$ cat config.mk
export PLATFORM = sky130hd
export DESIGN_NAME = ggt_regs
export DESIGN_NICKNAME = d
export VERILOG_FILES = /design/src/rtl/ggt_pkg.sv /design/src/rtl/ggt_regs.sv
export SDC_FILE = /design/constraint.sdc
export NUM_CORES = 1
export LEC_CHECK = 0
export ABC_AREA = 1
export BUFFER_PORTS_ARGS = -buffer_cell sky130_fd_sc_hd__buf_2
export CAP_MARGIN = 20
export CORE_MARGIN = 10
export CORE_UTILIZATION = 41
export CTS_BUF_LIST = sky130_fd_sc_hd__clkbuf_16
export CTS_CLUSTER_DIAMETER = 120
export CTS_CLUSTER_SIZE = 8
export DETAILED_ROUTE_END_ITERATION = 6
export PLACE_DENSITY_LB_ADDON = 0.08
export SLEW_MARGIN = 30
export SYNTH_ARGS = -nofsm -noshare
export SYNTH_HDL_FRONTEND = slang
export SYNTH_SLANG_ARGS = --single-unit
export TNS_END_PERCENT = 50
$ cat constraint.sdc
create_clock -name clk -period 7.3 [get_ports clk]
set_input_delay 1.46 -clock clk [delete_from_list [all_inputs] [get_ports clk]]
set_output_delay 1.46 -clock clk [all_outputs]
set_load 0.01 [all_outputs]
$ cat src/rtl/ggt_pkg.sv
package ggt_pkg;
    // register offsets
    localparam logic [7:0] GGT_OFS_RX_FINE_GAIN   = 8'h29;
    localparam logic [7:0] GGT_OFS_LINK_FORMAT    = 8'h2a;
    localparam logic [7:0] GGT_OFS_THRESHOLD      = 8'h2b;
    localparam logic [7:0] GGT_OFS_IRQ_CONTROL    = 8'h2c;
    localparam logic [7:0] GGT_OFS_GLOBAL_CONTROL = 8'h2d;
    // reset values
    localparam logic [7:0] GGT_RST_RX_FINE_GAIN = 8'h00;
    localparam logic [7:0] GGT_RST_LINK_FORMAT  = 8'h03;
    localparam logic [7:0] GGT_RST_THRESHOLD    = 8'h00;
    localparam logic [3:0] GGT_RST_IRQ_CONTROL  = 4'h0;
    // field positions
    localparam int GGT_BIT_GAIN_SIGN = 4;
    localparam int GGT_BIT_FMT_LO    = 2;
    localparam int GGT_BIT_B2_EN     = 1;
    localparam int GGT_BIT_B1_EN     = 0;
    localparam int GGT_BIT_FLAG      = 3;
    localparam int GGT_BIT_SOURCE    = 2;
    localparam int GGT_BIT_MASK      = 1;
    localparam int GGT_BIT_POLARITY  = 0;
    localparam int GGT_BIT_GLOBAL_EN = 0;
    // sample codings on the voice link
    typedef enum logic [1:0] {
        GGT_FMT_ALAW,
        GGT_FMT_MULAW,
        GGT_FMT_LIN8,
        GGT_FMT_LIN16
    } ggt_fmt_t;
endpackage : ggt_pkg

$ cat src/rtl/ggt_regs.sv
// Functional notes
// - sign bit clear raises gain with step, set raises attenuation.
// - each step count is 0.1 dB; step zero applies no change.
// - fine adjustment reaches at most 1.5 dB either way.
// - format field selects A-law, mu-law, 8-bit linear or 16-bit linear.
// - 8-bit linear carries upper eight bits of the 16-bit sample.
// - 16-bit linear uses both slots for each sample, both directions; this block maps transmit samples only.
// - second slot carries data only while its enable bit is set.
// - first slot carries data only while its enable bit is set.
// - 16-bit linear without second slot sends upper byte in first slot.
// - 16-bit linear without first slot sends lower byte in second slot.
// - eight-bit threshold register holds the comparison level.
// - source bit picks loop current when clear, line voltage when set.
// - absolute value compared; polarity clear below, set above threshold.
// - trigger sets sticky event flag until software writes zero.
// - interrupt asserts only with flag, mask and global enable all set.
// - mask clear keeps interrupt low though the flag still records.
//
// Our own choice: strobed register access.
`timescale 1ns/1ps
`default_nettype none
module ggt_regs #(
    parameter int MEAS_W = 16
) (
    // clock and reset
    input  wire logic              clk,
    input  wire logic              rst,
    // register port
    input  wire logic [7:0]        reg_addr,
    input  wire logic [7:0]        reg_wdata,
    input  wire logic              reg_wr,
    input  wire logic              reg_rd,
    output var  logic [7:0]        reg_rdata,
    // measurements, signed, one valid pulse each
    input  wire logic [MEAS_W-1:0] loop_current_reading,
    input  wire logic              loop_current_valid,
    input  wire logic [MEAS_W-1:0] line_voltage_reading,
    input  wire logic              line_voltage_valid,
    // voice samples, 16-bit linear internal
    input  wire logic [15:0]       tx_sample,
    input  wire logic              tx_sample_valid,
    // configuration outputs
    output var  logic              rx_fine_gain_sign,
    output var  logic [3:0]        rx_fine_gain_step,
    output var  logic [4:0]        rx_gain_db_tenths,
    output var  logic              rx_gain_is_atten,
    output var  ggt_pkg::ggt_fmt_t voice_sample_format,
    // per-slot byte to the voice link
    output var  logic [7:0]        first_slot_byte,
    output var  logic              first_slot_valid,
    output var  logic [7:0]        second_slot_byte,
    output var  logic              second_slot_valid,
    // interrupt
    output var  logic              shared_irq_output
);
    import ggt_pkg::*;

    logic [7:0]  gain_ff;
    logic [3:0]  fmt_ff;
    logic [7:0]  thresh_ff;
    logic [3:0]  ctl_ff;
    logic        global_en_ff;
    logic        trigger;
    logic [MEAS_W-1:0] sel_val;
    logic [MEAS_W-1:0] abs_val;
    logic        sel_valid;
    logic        hit;

    wire wr_gain   = reg_wr && reg_addr == GGT_OFS_RX_FINE_GAIN;
    wire wr_fmt    = reg_wr && reg_addr == GGT_OFS_LINK_FORMAT;
    wire wr_thresh = reg_wr && reg_addr == GGT_OFS_THRESHOLD;
    wire wr_ctl    = reg_wr && reg_addr == GGT_OFS_IRQ_CONTROL;
    wire wr_glob   = reg_wr && reg_addr == GGT_OFS_GLOBAL_CONTROL;

    always_ff @(posedge clk or posedge rst) begin
        if (rst) begin
            gain_ff <= GGT_RST_RX_FINE_GAIN;
        end else if (wr_gain) begin
            gain_ff <= {3'h0, reg_wdata[4:0]};
        end
    end

    always_ff @(posedge clk or posedge rst) begin
        if (rst) begin
            fmt_ff <= GGT_RST_LINK_FORMAT[3:0];
        end else if (wr_fmt) begin
            fmt_ff <= reg_wdata[3:0];
        end
    end

    always_ff @(posedge clk or posedge rst) begin
        if (rst) begin
            thresh_ff <= GGT_RST_THRESHOLD;
        end else if (wr_thresh) begin
            thresh_ff <= reg_wdata;
        end
    end

    always_ff @(posedge clk or posedge rst) begin
        if (rst) begin
            global_en_ff <= 1'b0;
        end else if (wr_glob) begin
            global_en_ff <= reg_wdata[GGT_BIT_GLOBAL_EN];
        end
    end

    // comparator input
    always_comb begin
        sel_val   = ctl_ff[GGT_BIT_SOURCE] ? line_voltage_reading : loop_current_reading;
        sel_valid = ctl_ff[GGT_BIT_SOURCE] ? line_voltage_valid : loop_current_valid;
        // most negative value saturates rather than wrapping
        if (sel_val[MEAS_W-1]) begin
            abs_val = (sel_val == {1'b1, {(MEAS_W-1){1'b0}}}) ? {1'b0, {(MEAS_W-1){1'b1}}} : -sel_val;
        end else begin
            abs_val = sel_val;
        end
        if (ctl_ff[GGT_BIT_POLARITY]) begin
            hit = abs_val > MEAS_W'(thresh_ff);
        end else begin
            hit = abs_val < MEAS_W'(thresh_ff);
        end
        trigger = sel_valid && hit;
    end

    // control bits; flag: hardware set wins over a clearing write
    always_ff @(posedge clk or posedge rst) begin
        if (rst) begin
            ctl_ff <= GGT_RST_IRQ_CONTROL;
        end else begin
            if (wr_ctl) begin
                ctl_ff[2:0] <= reg_wdata[2:0];
            end
            if (trigger) begin
                ctl_ff[GGT_BIT_FLAG] <= 1'b1;
            end else if (wr_ctl && !reg_wdata[GGT_BIT_FLAG]) begin
                ctl_ff[GGT_BIT_FLAG] <= 1'b0;
            end
        end
    end

    always_ff @(posedge clk or posedge rst) begin
        if (rst) begin
            shared_irq_output <= 1'b0;
        end else begin
            shared_irq_output <= ctl_ff[GGT_BIT_FLAG] && ctl_ff[GGT_BIT_MASK] && global_en_ff;
        end
    end

    // gain view: step 15 gives 1.5 dB at most
    always_ff @(posedge clk or posedge rst) begin
        if (rst) begin
            rx_fine_gain_sign <= 1'b0;
            rx_fine_gain_step <= 4'h0;
            rx_gain_db_tenths <= 5'h00;
            rx_gain_is_atten  <= 1'b0;
        end else begin
            rx_fine_gain_sign <= gain_ff[GGT_BIT_GAIN_SIGN];
            rx_fine_gain_step <= gain_ff[3:0];
            rx_gain_db_tenths <= {1'b0, gain_ff[3:0]};
            rx_gain_is_atten  <= gain_ff[GGT_BIT_GAIN_SIGN] && gain_ff[3:0] != 4'h0;
        end
    end

    always_ff @(posedge clk or posedge rst) begin
        if (rst) begin
            voice_sample_format <= GGT_FMT_ALAW;
        end else begin
            voice_sample_format <= ggt_fmt_t'(fmt_ff[3:2]);
        end
    end

    // slot mapping; companding itself lives in the codec path
    always_ff @(posedge clk or posedge rst) begin
        if (rst) begin
            first_slot_byte   <= 8'h00;
            first_slot_valid  <= 1'b0;
            second_slot_byte  <= 8'h00;
            second_slot_valid <= 1'b0;
        end else begin
            first_slot_valid  <= 1'b0;
            second_slot_valid <= 1'b0;
            if (tx_sample_valid) begin
                if (ggt_fmt_t'(fmt_ff[3:2]) == GGT_FMT_LIN16) begin
                    first_slot_byte   <= tx_sample[15:8];
                    second_slot_byte  <= tx_sample[7:0];
                    first_slot_valid  <= fmt_ff[GGT_BIT_B1_EN];
                    second_slot_valid <= fmt_ff[GGT_BIT_B2_EN];
                end else begin
                    // upper byte; compressed formats share this byte lane
                    first_slot_byte   <= tx_sample[15:8];
                    second_slot_byte  <= tx_sample[15:8];
                    first_slot_valid  <= fmt_ff[GGT_BIT_B1_EN];
                    second_slot_valid <= fmt_ff[GGT_BIT_B2_EN];
                end
            end
        end
    end

    // read port, data in the cycle after the strobe
    always_ff @(posedge clk or posedge rst) begin
        if (rst) begin
            reg_rdata <= 8'h00;
        end else if (reg_rd) begin
            if (reg_addr == GGT_OFS_RX_FINE_GAIN) begin
                reg_rdata <= gain_ff;
            end else if (reg_addr == GGT_OFS_LINK_FORMAT) begin
                reg_rdata <= {4'h0, fmt_ff};
            end else if (reg_addr == GGT_OFS_THRESHOLD) begin
                reg_rdata <= thresh_ff;
            end else if (reg_addr == GGT_OFS_IRQ_CONTROL) begin
                reg_rdata <= {4'h0, ctl_ff};
            end else if (reg_addr == GGT_OFS_GLOBAL_CONTROL) begin
                reg_rdata <= {7'h00, global_en_ff};
            end else begin
                reg_rdata <= 8'h00;
            end
        end else begin
            reg_rdata <= 8'h00;
        end
    end

    flag_sticky_a: assert property (@(posedge clk) disable iff (rst)
        ctl_ff[GGT_BIT_FLAG] && !(wr_ctl && !reg_wdata[GGT_BIT_FLAG]) |=> ctl_ff[GGT_BIT_FLAG])
        else $error("event flag dropped without a clearing write");
    flag_set_a: assert property (@(posedge clk) disable iff (rst)
        trigger |=> ctl_ff[GGT_BIT_FLAG])
        else $error("trigger did not set event flag");
    irq_gate_a: assert property (@(posedge clk) disable iff (rst)
        shared_irq_output |-> $past(ctl_ff[GGT_BIT_FLAG] && ctl_ff[GGT_BIT_MASK] && global_en_ff))
        else $error("interrupt without flag, mask and enable");
    irq_masked_a: assert property (@(posedge clk) disable iff (rst)
        !ctl_ff[GGT_BIT_MASK] |=> !shared_irq_output)
        else $error("interrupt asserted while masked");
    polarity_a: assert property (@(posedge clk) disable iff (rst)
        sel_valid && !ctl_ff[GGT_BIT_POLARITY] && abs_val >= MEAS_W'(thresh_ff) |-> !trigger)
        else $error("below-threshold trigger at or above level");
    gain_max_a: assert property (@(posedge clk) disable iff (rst)
        rx_gain_db_tenths <= 5'h0f)
        else $error("fine gain beyond 1.5 dB");
    gain_zero_a: assert property (@(posedge clk) disable iff (rst)
        rx_fine_gain_step == 4'h0 |-> rx_gain_db_tenths == 5'h00 && !rx_gain_is_atten)
        else $error("step zero applied a change");
    slot_b2_a: assert property (@(posedge clk) disable iff (rst)
        second_slot_valid |-> $past(fmt_ff[GGT_BIT_B2_EN] && tx_sample_valid))
        else $error("second slot used while disabled");
    slot_b1_a: assert property (@(posedge clk) disable iff (rst)
        first_slot_valid |-> $past(fmt_ff[GGT_BIT_B1_EN] && tx_sample_valid))
        else $error("first slot used while disabled");
    read_zero_a: assert property (@(posedge clk) disable iff (rst)
        reg_rd && reg_addr == GGT_OFS_IRQ_CONTROL |=> reg_rdata[7:4] == 4'h0)
        else $error("reserved bits read nonzero");

    // register view
    atten_dir_a: assert property (@(posedge clk) disable iff (rst)
        gain_ff[GGT_BIT_GAIN_SIGN] && gain_ff[3:0] != 4'h0
        |=> rx_gain_is_atten)
        else $error("set sign with nonzero step not shown as attenuation");

    gain_dir_a: assert property (@(posedge clk) disable iff (rst)
        !gain_ff[GGT_BIT_GAIN_SIGN]
        |=> !rx_gain_is_atten)
        else $error("clear sign shown as attenuation");

    gain_hold_a: assert property (@(posedge clk) disable iff (rst)
        !wr_gain
        |=> $stable(gain_ff))
        else $error("gain register changed without a write");

    gain_step_a: assert property (@(posedge clk) disable iff (rst)
        1'b1
        |=> rx_gain_db_tenths == {1'b0, $past(gain_ff[3:0])})
        else $error("tenths of a dB do not follow the step field");

    step_copy_a: assert property (@(posedge clk) disable iff (rst)
        1'b1
        |=> rx_fine_gain_step == $past(gain_ff[3:0]))
        else $error("step output does not follow the register");

    gain_bits_a: assert property (@(posedge clk) disable iff (rst)
        1'b1
        |-> gain_ff[7:5] == 3'h0)
        else $error("reserved gain bits took a write");

    // voice link
    fmt_map_a: assert property (@(posedge clk) disable iff (rst)
        1'b1
        |=> voice_sample_format == ggt_fmt_t'($past(fmt_ff[3:2])))
        else $error("format output does not follow the field");

    fmt_hold_a: assert property (@(posedge clk) disable iff (rst)
        !wr_fmt
        |=> $stable(fmt_ff))
        else $error("format register changed without a write");

    lin8_byte_a: assert property (@(posedge clk) disable iff (rst)
        tx_sample_valid && fmt_ff[3:2] == 2'b10 && fmt_ff[GGT_BIT_B1_EN]
        |=> first_slot_valid && first_slot_byte == $past(tx_sample[15:8]))
        else $error("8-bit linear did not carry the upper byte");

    lin16_pair_a: assert property (@(posedge clk) disable iff (rst)
        tx_sample_valid && fmt_ff == 4'hf
        |=> first_slot_valid && second_slot_valid && second_slot_byte == $past(tx_sample[7:0]))
        else $error("16-bit linear did not use both slots");

    b1_only_a: assert property (@(posedge clk) disable iff (rst)
        tx_sample_valid && fmt_ff == 4'hd
        |=> !second_slot_valid && first_slot_valid && first_slot_byte == $past(tx_sample[15:8]))
        else $error("first slot alone did not carry the upper byte");

    b2_only_a: assert property (@(posedge clk) disable iff (rst)
        tx_sample_valid && fmt_ff == 4'he
        |=> !first_slot_valid && second_slot_valid && second_slot_byte == $past(tx_sample[7:0]))
        else $error("second slot alone did not carry the lower byte");

    fmt_read_a: assert property (@(posedge clk) disable iff (rst)
        reg_rd && reg_addr == GGT_OFS_LINK_FORMAT
        |=> reg_rdata[7:4] == 4'h0)
        else $error("reserved format bits read nonzero");

    // comparator, interrupt and unmapped reads
    thresh_hold_a: assert property (@(posedge clk) disable iff (rst)
        !wr_thresh
        |=> $stable(thresh_ff))
        else $error("threshold changed without a write");

    thresh_read_a: assert property (@(posedge clk) disable iff (rst)
        reg_rd && reg_addr == GGT_OFS_THRESHOLD
        |=> reg_rdata == $past(thresh_ff))
        else $error("threshold read back wrong");

    source_sel_a: assert property (@(posedge clk) disable iff (rst)
        (ctl_ff[GGT_BIT_SOURCE] ? !line_voltage_valid : !loop_current_valid)
        |-> !trigger)
        else $error("trigger from the unselected source");

    polarity_hi_a: assert property (@(posedge clk) disable iff (rst)
        sel_valid && ctl_ff[GGT_BIT_POLARITY] && abs_val <= MEAS_W'(thresh_ff)
        |-> !trigger)
        else $error("above-threshold trigger at or below level");

    flag_clear_a: assert property (@(posedge clk) disable iff (rst)
        wr_ctl && !reg_wdata[GGT_BIT_FLAG] && !trigger
        |=> !ctl_ff[GGT_BIT_FLAG])
        else $error("clearing write left the event flag set");

    irq_follow_a: assert property (@(posedge clk) disable iff (rst)
        ctl_ff[GGT_BIT_FLAG] && ctl_ff[GGT_BIT_MASK] && global_en_ff
        |=> shared_irq_output)
        else $error("interrupt missing with flag, mask and enable");

    irq_global_a: assert property (@(posedge clk) disable iff (rst)
        !global_en_ff
        |=> !shared_irq_output)
        else $error("interrupt with global enable clear");

    irq_noflag_a: assert property (@(posedge clk) disable iff (rst)
        !ctl_ff[GGT_BIT_FLAG]
        |=> !shared_irq_output)
        else $error("interrupt without the event flag");

    unmapped_rd_a: assert property (@(posedge clk) disable iff (rst)
        reg_rd && reg_addr > GGT_OFS_GLOBAL_CONTROL
        |=> reg_rdata == 8'h00)
        else $error("unmapped read returned nonzero");

    irq_seen_c: cover property (@(posedge clk) disable iff (rst) $rose(shared_irq_output));
    flag_clear_c: cover property (@(posedge clk) disable iff (rst) $fell(ctl_ff[GGT_BIT_FLAG]));
    lin16_c: cover property (@(posedge clk) disable iff (rst) first_slot_valid && second_slot_valid);
    set_clear_c: cover property (@(posedge clk) disable iff (rst)
        trigger && wr_ctl && !reg_wdata[GGT_BIT_FLAG]);
endmodule : ggt_regs
`default_nettype wire

### Word level (Yosys, flattened, before mapping)

Index checks and enable logic that the tools add are counted.

* word-level logic and storage cells: 55
* bits of input ports: 71
* output and inout port bits: 40
* register bits: 57

* equal/unequal tests: 7
* reduce and logical (&&, ||, !) cells: 13
* add/subtract/negate cells: 1
* multiplexer cells: 16
* $lt $le $gt $ge: 2

Operator list (count)
* $mux 16: 3
* $eq 8x6->1 const B: 5
* $mux 8: 5
* $eq 16x16->1 const B: 1
* $gt 16x8->1: 1
* $lt 16x8->1: 1
* $neg 16->16: 1
* $logic_and 1x1->1: 10
* $mux 1: 7
* $mux 4: 1
* $reduce_bool 4->1: 1
* $eq 2x2->1 const B: 1
* $reduce_bool 2->1: 1
* $logic_not 1->1: 1

### Logic depth before layout (Yosys ltp)

Gate-level depths: netlist of the first run.

* depth after elaboration: 8
* gate-level depth with buffers: 22
* gate-level depth less buffers: 20

### Least setup slack after synthesis of the first run

Ideal clock, no wire load.

* path type: input-to-reg
* start point: in loop_current_reading[0]
* end point: reg ctl_ff[3]
* slack: 3751 ps
* cell stages on the path: 17
* setup time: 121 ps
* data arrival time: 3428 ps
* required time: 7179 ps
* buffers on the path: 0
* cells stage by stage: o21ai_1 > ha_1 > nand3_1 > nor2_2 > nand3_2 > a22oi_1 > ha_1 > a21oi_1 > o21ai_0 > nand2_1 > nand3_1 > a21oi_1 > nand4_1 > nand2_1 > inv_1 > nand2_1 > nand2_1

* longest elaborated chain between the ends: 8
* elaborated cells between the ends (all ways): 11
* those cells by class: add/sub (1); order compare (2); eq/ne (1); mux (5); reduce/logical (2)

RTL lines
* start, declared: RTL line ggt_regs.sv:35 `input wire logic [MEAS_W-1:0] loop_current_reading,`
* $mux 16 (*): RTL line ggt_regs.sv:109 `sel_val = ctl_ff[GGT_BIT_SOURCE] ? line_voltage_reading : loop_current_reading;`
* $neg 16->16 or $eq 16x16->1 (tied branches): RTL line ggt_regs.sv:113 `abs_val = (sel_val == {1'b1, {(MEAS_W-1){1'b0}}}) ? {1'b0, {(MEAS_W-1){1'b1}}} : -sel_val;`
* $mux 16: RTL line ggt_regs.sv:113
* $mux 16 (*): RTL line ggt_regs.sv:112 `if (sel_val[MEAS_W-1]) begin`
* $lt 16x8->1 or $gt 16x8->1 (tied branches): RTL line ggt_regs.sv:120, ggt_regs.sv:118
* $mux 1 (*): RTL line ggt_regs.sv:117 `if (ctl_ff[GGT_BIT_POLARITY]) begin`
* $logic_and 1x1->1 (*): RTL line ggt_regs.sv:122 `trigger = sel_valid && hit;`
* $mux 1 or $reduce_bool 2->1 (tied branches)
* end signal, assigned: RTL line ggt_regs.sv:128 `ctl_ff <= GGT_RST_IRQ_CONTROL;`
* end signal, assigned by index: RTL line ggt_regs.sv:134 `ctl_ff[GGT_BIT_FLAG] <= 1'b1;`
* end signal, assigned by index: RTL line ggt_regs.sv:136 `ctl_ff[GGT_BIT_FLAG] <= 1'b0;`
* end, declared: RTL line ggt_regs.sv:61 `logic [3:0] ctl_ff;`

Every way passes the cells marked *; elsewhere a longest branch is shown, timed or not.
A chain may end at the register's enable or synchronous reset.

### Worst setup path in the final report of the first run

* start point: in line_voltage_reading[0]
* end point: reg ctl_ff[3]

* longest elaborated chain between the ends: 8
* elaborated cells between the ends (all ways): 11
* those cells by class: add/sub (1); order compare (2); eq/ne (1); mux (5); reduce/logical (2)

RTL lines
* start, declared: RTL line ggt_regs.sv:37 `input wire logic [MEAS_W-1:0] line_voltage_reading,`
* $mux 16 (*): RTL line ggt_regs.sv:109
* $neg 16->16 or $eq 16x16->1 (tied branches): RTL line ggt_regs.sv:113
* $mux 16: RTL line ggt_regs.sv:113
* $mux 16 (*): RTL line ggt_regs.sv:112
* $lt 16x8->1 or $gt 16x8->1 (tied branches): RTL line ggt_regs.sv:120, ggt_regs.sv:118
* $mux 1 (*): RTL line ggt_regs.sv:117
* $logic_and 1x1->1 (*): RTL line ggt_regs.sv:122
* $mux 1 or $reduce_bool 2->1 (tied branches)

Marked as above.

==> metrics.yaml, run 1 <==
logic_synthesis:
  ys_types: 36
  synth-edff-count: 0
  syn-num-nets: 533
  synthCells: 453
  synth-async-reset-ratio: 1.00
  synth_common_cells: "136 x nand2_1, 60 x inv_1, 55 x dfrtp_1"
  ys_seq_area_frac: 0.418
  yosysTopAreaCellShare: 0.403
  synth_largest_area_cell: "dfrtp_1"
  ys_ff_latch: 57
  syn_avg_cell_area_sq_um: 7.54
  synth-main-ff-cell: "dfrtp_1"
  synth_top_cells_by_area: "dfrtp_1 40%, nand2_1 15%, inv_1 6.6%, o21ai_0 4.7%, ha_1 3.3%"
  synth.most_common_cell: "nand2_1"
  syn_area_sq_um: 3420
  synth_warnings: 0
timing:
  rsz0062_at_grt: "false"
  fmax_mhz: 278
  relSlewSlack: 0.533
  fin_setup_tns_ns: 0
  setup_ws_ns: 3.71
  worst_slew_pin_slew_ns: 0.701
  period_share: 0.492
  period_minus_slack_ns: 3.59
  finalHoldViolations: 0
  setup_violations: 0
  finClkSkew_ns: 0.00465
  drv_slew: 0
grt:
  antenna_found_initial: 0
  grt_start_max_net_pins: 58
  track_usage: 0.142
  grt_pass1_vias: 3263
  grt_pass1_wl_microns: 15000
  overflow: 0
routing:
  first_iter_violations: 98
  wl_per_cell_microns: 13.1
  wl_microns: 8760
  num_vias: 3188
  drc_errors: 0
  postRouteAntennaNets: 0
  drt-pass1-iter-count: 4
  vias_per_cell: 4.76
worst_setup_path:
  start_kind: "input port"
  crit_top_cell: "nand2_1"
  critical_path.max_stage_delay_ns: 0.27
  path_cells: "buf_2, inv_1, nand2_1, o21ai_1, ha_1, nand3_1, nor2_2, nand3_2, a22oi_1, ha_1, a21oi_1, o21ai_0, nand2_1, nand3_1, a21oi_1, nand4_1, nand2_1, inv_1, nand2_1, nand2_1"
  cp-end-kind: "flop"
  crit_path_max_fanout: 9
  critical_path_class: "input port to flop"
  arrival_ns: 3.79
  cp_slowest_cell: "ha_1"
  cp.required_ns: 7.50
cts:
  htreeDepth: 3
  cts_sinks: 57
  numCtsBuffers: 9
  ctsHoldBuffers: 0
  insertion_delay_ns: 0.32
  tritoncts: "done"
  cts_resized: 0
  cts_setup_buffers: 0
  clockBufferDepth: 2
  root_buffer: "clkbuf_16"
  clkSlewWorstSetupHoldPaths_ns: 0.05
place:
  preCtsSetupSlack_ns: 3.37
  dp_cells: 654
  place_area_sq_um: 3990
  io_buffers: 109
  dp_hpwl_microns: 7000
  place.gp.congestion: 0.826
cells_and_area:
  synthToLayoutAreaGrowth_pct: 24.8
  fin_area_sq_um: 4270
  antenna_cells: 0
  drive_gt1_frac: 0.303
  regArea_sq_um: 1430
  fill_cells: 819
  multi_input_area_sq_um: 1610
  nNetsFinal: 640
  fin_cells: 670
power_and_ir_drop:
  vdd_drop_max_uv: 104
  p_total_w: 0.000859
  leakagePower_nw: 2.35
  p_per_area_nw_per_um2: 201
min_path:
  hp-class: "flop to flop"
outcome:
  outcome: "complete, no violations"
die:
  start_util: 0.418
  dieHeight_microns: 111
  die_x_microns: 111
  design.core.area_sq_um: 8180
  ios: 111
  floorplan.die_area_sq_um: 12400
  num_rows: 33
job:
  maxCapViolations: 0
[stage by stage]
step | hold slack (ns) | utilization
after global placement | 0.416 | 0.488
final | 0.434 | 0.522
after floorplan | 0.389 | -
after global routing | 0.454 | 0.522
after CTS | 0.432 | 0.522
after detailed placement | 0.415 | 0.488
[sequential cells by signal, indices dropped and copies added, names as in the netlist]
| register | flops |
|---|---|
| gain_ff | 5 |
| first_slot_valid | 1 |
| rx_gain_is_atten | 1 |
| second_slot_valid | 1 |
| thresh_ff | 8 |
| global_en_ff | 1 |
| reg_rdata | 8 |
| second_slot_byte | 8 |
| rx_gain_db_tenths | 4 |
| first_slot_byte | 8 |
| ctl_ff | 4 |
| fmt_ff | 4 |
| rx_fine_gain_sign | 1 |
| shared_irq_output | 1 |
| voice_sample_format | 2 |
[critical path: cells and delay by family]
kind	cells	cell delay [ns]
adder cells (fa/ha/maj)	2	0.54
AND/OR/NAND/NOR	10	0.89
buffers and inverters	3	0.16
AO/OA/AOI/OAI	5	0.74
[metal layers]
layer  GRT usage  share of wire  vias up  wire length, microns
li1            -              -     1660                     -
met1       0.172           0.44     1408                  3850
met2       0.233           0.47      107                  4160
met3      0.0395          0.068       13                   597
met4      0.0566          0.018        0                   155
met5           0              0        -                     0
[kinds of logic after synthesis]
logic type / share of synthesized area
buffers and inverters: 0.109
and+or+nand+nor: 0.309
other: 0.00110
adders and majority gates: 0.0330
DFF: 0.418
muxes: 0.0264
AOI/OAI and AO/OA: 0.103
[cells in the final DEF (no fill, tap or decap), types with 3 or more instances in the layout]
| cell | synthesis | final |
|---|---|---|
| nand3_2 | 5 | 5 |
| inv_1 | 60 | 61 |
| nor3_1 | 7 | 7 |
| nor2_2 | 7 | 7 |
| nand2_1 | 136 | 136 |
| clkinv_1 | 0 | 3 |
| clkbuf_16 | 0 | 9 |
| nor4_1 | 3 | 3 |
| nor2_1 | 29 | 29 |
| a21oi_1 | 15 | 15 |
| inv_2 | 4 | 5 |
| nand2_2 | 15 | 15 |
| ha_1 | 9 | 9 |
| buf_2 | 1 | 109 |
| nand4_1 | 4 | 4 |
| nand3_1 | 22 | 22 |
| o21ai_0 | 32 | 32 |
| dfrtp_1 | 55 | 55 |
| a31oi_1 | 10 | 10 |
| mux2_2 | 8 | 8 |
[where the power goes]
group          leakage, nW  total [W]  switching (W)  internal (W)
sequential           0.722   0.000346     0.00000955      0.000336
combinational         1.48   0.000130      0.0000776     0.0000519
clock                0.144   0.000384       0.000128      0.000256
[path summary, 6_finish.rpt]
check	slack, ns	start	depth (start not counted)	end
max	3.71	line_voltage_reading[0]	20	ctl_ff[3]
min	0.43	gain_ff[2]	0	rx_gain_db_tenths[2]
max reg2reg	4.29	ctl_ff[2]	19	ctl_ff[3]
min reg2reg	0.43	gain_ff[2]	0	rx_gain_db_tenths[2]
max in group asynchronous	5.50	rst	3	ctl_ff[1]
min in group asynchronous	1.33	rst	3	second_slot_byte[4]
[cell type report]
cell class	count	share of cell area
inverter	65	0.0590
clock inverter	7	0.0126
multi-input combinational	316	0.378
sequential	57	0.335
clock buffer	9	0.0528
timing repair buffer	111	0.131
tap	105	0.0308
(Power assumes the default switching activity.)
==> run 2: changes to the inputs <==
Clock period 7.3 ns to 3.65 ns, I/O delays scaled along.
==> metrics.yaml, run 2 (synthesis gave the netlist of run 1 again) <==
outcome:
  outcome: "complete, no violations"  # unchanged
die:
  floorplan.die_area_sq_um: 12400  # unchanged
  start_util: 0.418  # unchanged
  design.core.area_sq_um: 8180  # unchanged
  num_rows: 33  # unchanged
  ios: 111  # unchanged
  dieHeight_microns: 111  # unchanged
  die_x_microns: 111  # unchanged
cells_and_area:
  final_common_cell: "nand2_1"  # unchanged
  final_cell_mix: "136 x nand2_1, 109 x buf_2, 60 x inv_1"  # was 136 x nand2_1, 109 x buf_2, 61 x inv_1
  antenna_cells: 0  # unchanged
  fin_cells: 669  # was 670
  utilization: 0.524  # was 0.522
  nNetsFinal: 640  # unchanged
  drive_gt1_frac: 0.303  # about the same
  synthToLayoutAreaGrowth_pct: 25.5  # was 24.8%
power_and_ir_drop:
  p_total_w: 0.00179  # was 0.000859 W
  p_per_area_nw_per_um2: 418  # was 201 nW/um^2
  vdd_drop_max_uv: 196  # was 104 uV
  leakagePower_nw: 2.35  # about the same
timing:
  fin_setup_tns_ns: 0  # unchanged
  period_minus_slack_ns: 3.09
  period_share: 0.846
  relSlewSlack: 0.552  # was 0.533
  rsz0062_at_grt: "false"  # unchanged
  drv_slew: 0  # unchanged
  fmax_mhz: 324
  setup_violations: 0  # unchanged
  finalHoldViolations: 0  # unchanged
  finClkSkew_ns: 0.00899  # was 0.00465 ns
  worst_slew_pin_slew_ns: 0.672  # was 0.701 ns
  setup_ws_ns: 0.563  # was 3.71 ns
cts:
  clockBufferDepth: 2  # unchanged
  ctsHoldBuffers: 0  # unchanged
  cts_sinks: 57  # unchanged
  cts_setup_buffers: 0  # unchanged
  insertion_delay_ns: 0.32  # about the same
  cts_resized: 0  # unchanged
  root_buffer: "clkbuf_16"  # unchanged
  htreeDepth: 3  # unchanged
  numCtsBuffers: 9  # unchanged
  tritoncts: "done"  # unchanged
  clkSlewWorstSetupHoldPaths_ns: 0.05  # about the same
grt:
  grt_start_max_net_pins: 41  # was 58
  antenna_found_initial: 0  # unchanged
  grt_pass1_vias: 3203  # was 3,263
  track_usage: 0.145  # was 0.142
  grt_pass1_wl_microns: 15100  # was 15,000 microns
  overflow: 0  # unchanged
worst_setup_path:
  cp.required_ns: 3.85  # was 7.50 ns
  crit_path_max_fanout: 21  # was 9
  cp-end-kind: "flop"  # unchanged
  path_cells: "buf_4, inv_8, nand2_1, nand2_1, nor2_1, nand2_1, inv_2, nand3_2, a22oi_1, ha_1, a21oi_1, o21ai_0, nand2_1, nand3_1, a21oi_1, nand4_1, nand2_1, inv_1, nand2_1, nand2_1"  # was buf_2, inv_1, nand2_1, o21ai_1, ha_1, nand3_1, nor2_2, nand3_2, a22oi_1, ha_1, a21oi_1, o21ai_0, nand2_1, nand3_1, a21oi_1, nand4_1, nand2_1, inv_1, nand2_1, nand2_1
  crit_buf_inv: 4  # was 3
  critical_path.max_stage_delay_ns: 0.49  # was 0.27 ns
  critical_path_class: "flop to flop"  # was input port to flop
  crit_top_cell: "nand2_1"  # unchanged
  cp_slowest_cell: "dfrtp_1"  # was ha_1
  arrival_ns: 3.28  # was 3.79 ns
  start_kind: "flop"  # was input port
  crit_family: "simple AND/OR/NAND/NOR gates"  # unchanged
place:
  dp_cells: 654  # unchanged
  preCtsSetupSlack_ns: 0.405  # was 3.37 ns
  io_buffers: 109  # unchanged
  dp_hpwl_microns: 7200  # was 7000 microns
  place.gp.congestion: 0.816  # was 0.826
routing:
  wl_per_cell_microns: 13.3  # was 13.1 microns
  first_iter_violations: 100  # was 98
  drt-pass1-iter-count: 4  # unchanged
  wl_microns: 8890  # was 8760 microns
  num_vias: 3178  # was 3,188
  vias_per_cell: 4.75  # was 4.76
  postRouteAntennaNets: 0  # unchanged
  drc_errors: 0  # unchanged
job:
  maxCapViolations: 0  # unchanged
min_path:
  hp-class: "flop to flop"  # unchanged
## run 2: final timing paths
path / slack (ns) / to / depth (start not counted) / start
hold / removal: 0.42 / rx_gain_db_tenths[3] / 0 / gain_ff[3]
min in group asynchronous: 0.49 / second_slot_byte[1] / 2 / rst
setup / recovery: 0.56 / ctl_ff[3] / 20 / ctl_ff[2]
max in group asynchronous: 2.42 / fmt_ff[1] / 3 / rst
setup reg to reg: 0.56 / ctl_ff[3] / 20 / ctl_ff[2]
hold reg to reg: 0.42 / rx_gain_db_tenths[3] / 0 / gain_ff[3]
## run 2: report_power, final
group / internal [W] / total (W) / switching (W)
Combinational: 0.000104 / 0.000257 / 0.000153
Clock: 0.000582 / 0.000840 / 0.000259
Sequential: 0.000672 / 0.000693 / 0.0000209
Total: 0.00136 / 0.00179 / 0.000433
## run 2: final cells by class
type | count | area [sq um]
Fill cell | 852 | 3890
Clock inverter | 6 | 75.1
Sequential cell | 57 | 1430
Timing Repair Buffer | 111 | 561
Multi-Input combinational cell | 316 | 1610
Tap cell | 105 | 131
Inverter | 65 | 253
Clock buffer | 9 | 225
## run 2: routing by layer
layer  GRT usage  vias up  share of wire
met1       0.175     1416           0.45
met4      0.0566        0          0.012
met2       0.238       99           0.49
met5           0        -              0
li1            -     1656              -
met3      0.0390        7          0.049
## run 2: metrics by stage
step | hold WS, ns | cell area [sq um]
floorplan | 0.389 | 3420
global placement | 0.420 | 3990
detailed placement | 0.413 | 3990
CTS | 0.425 | 4290
global route | 0.445 | 4290
finish | 0.423 | 4290
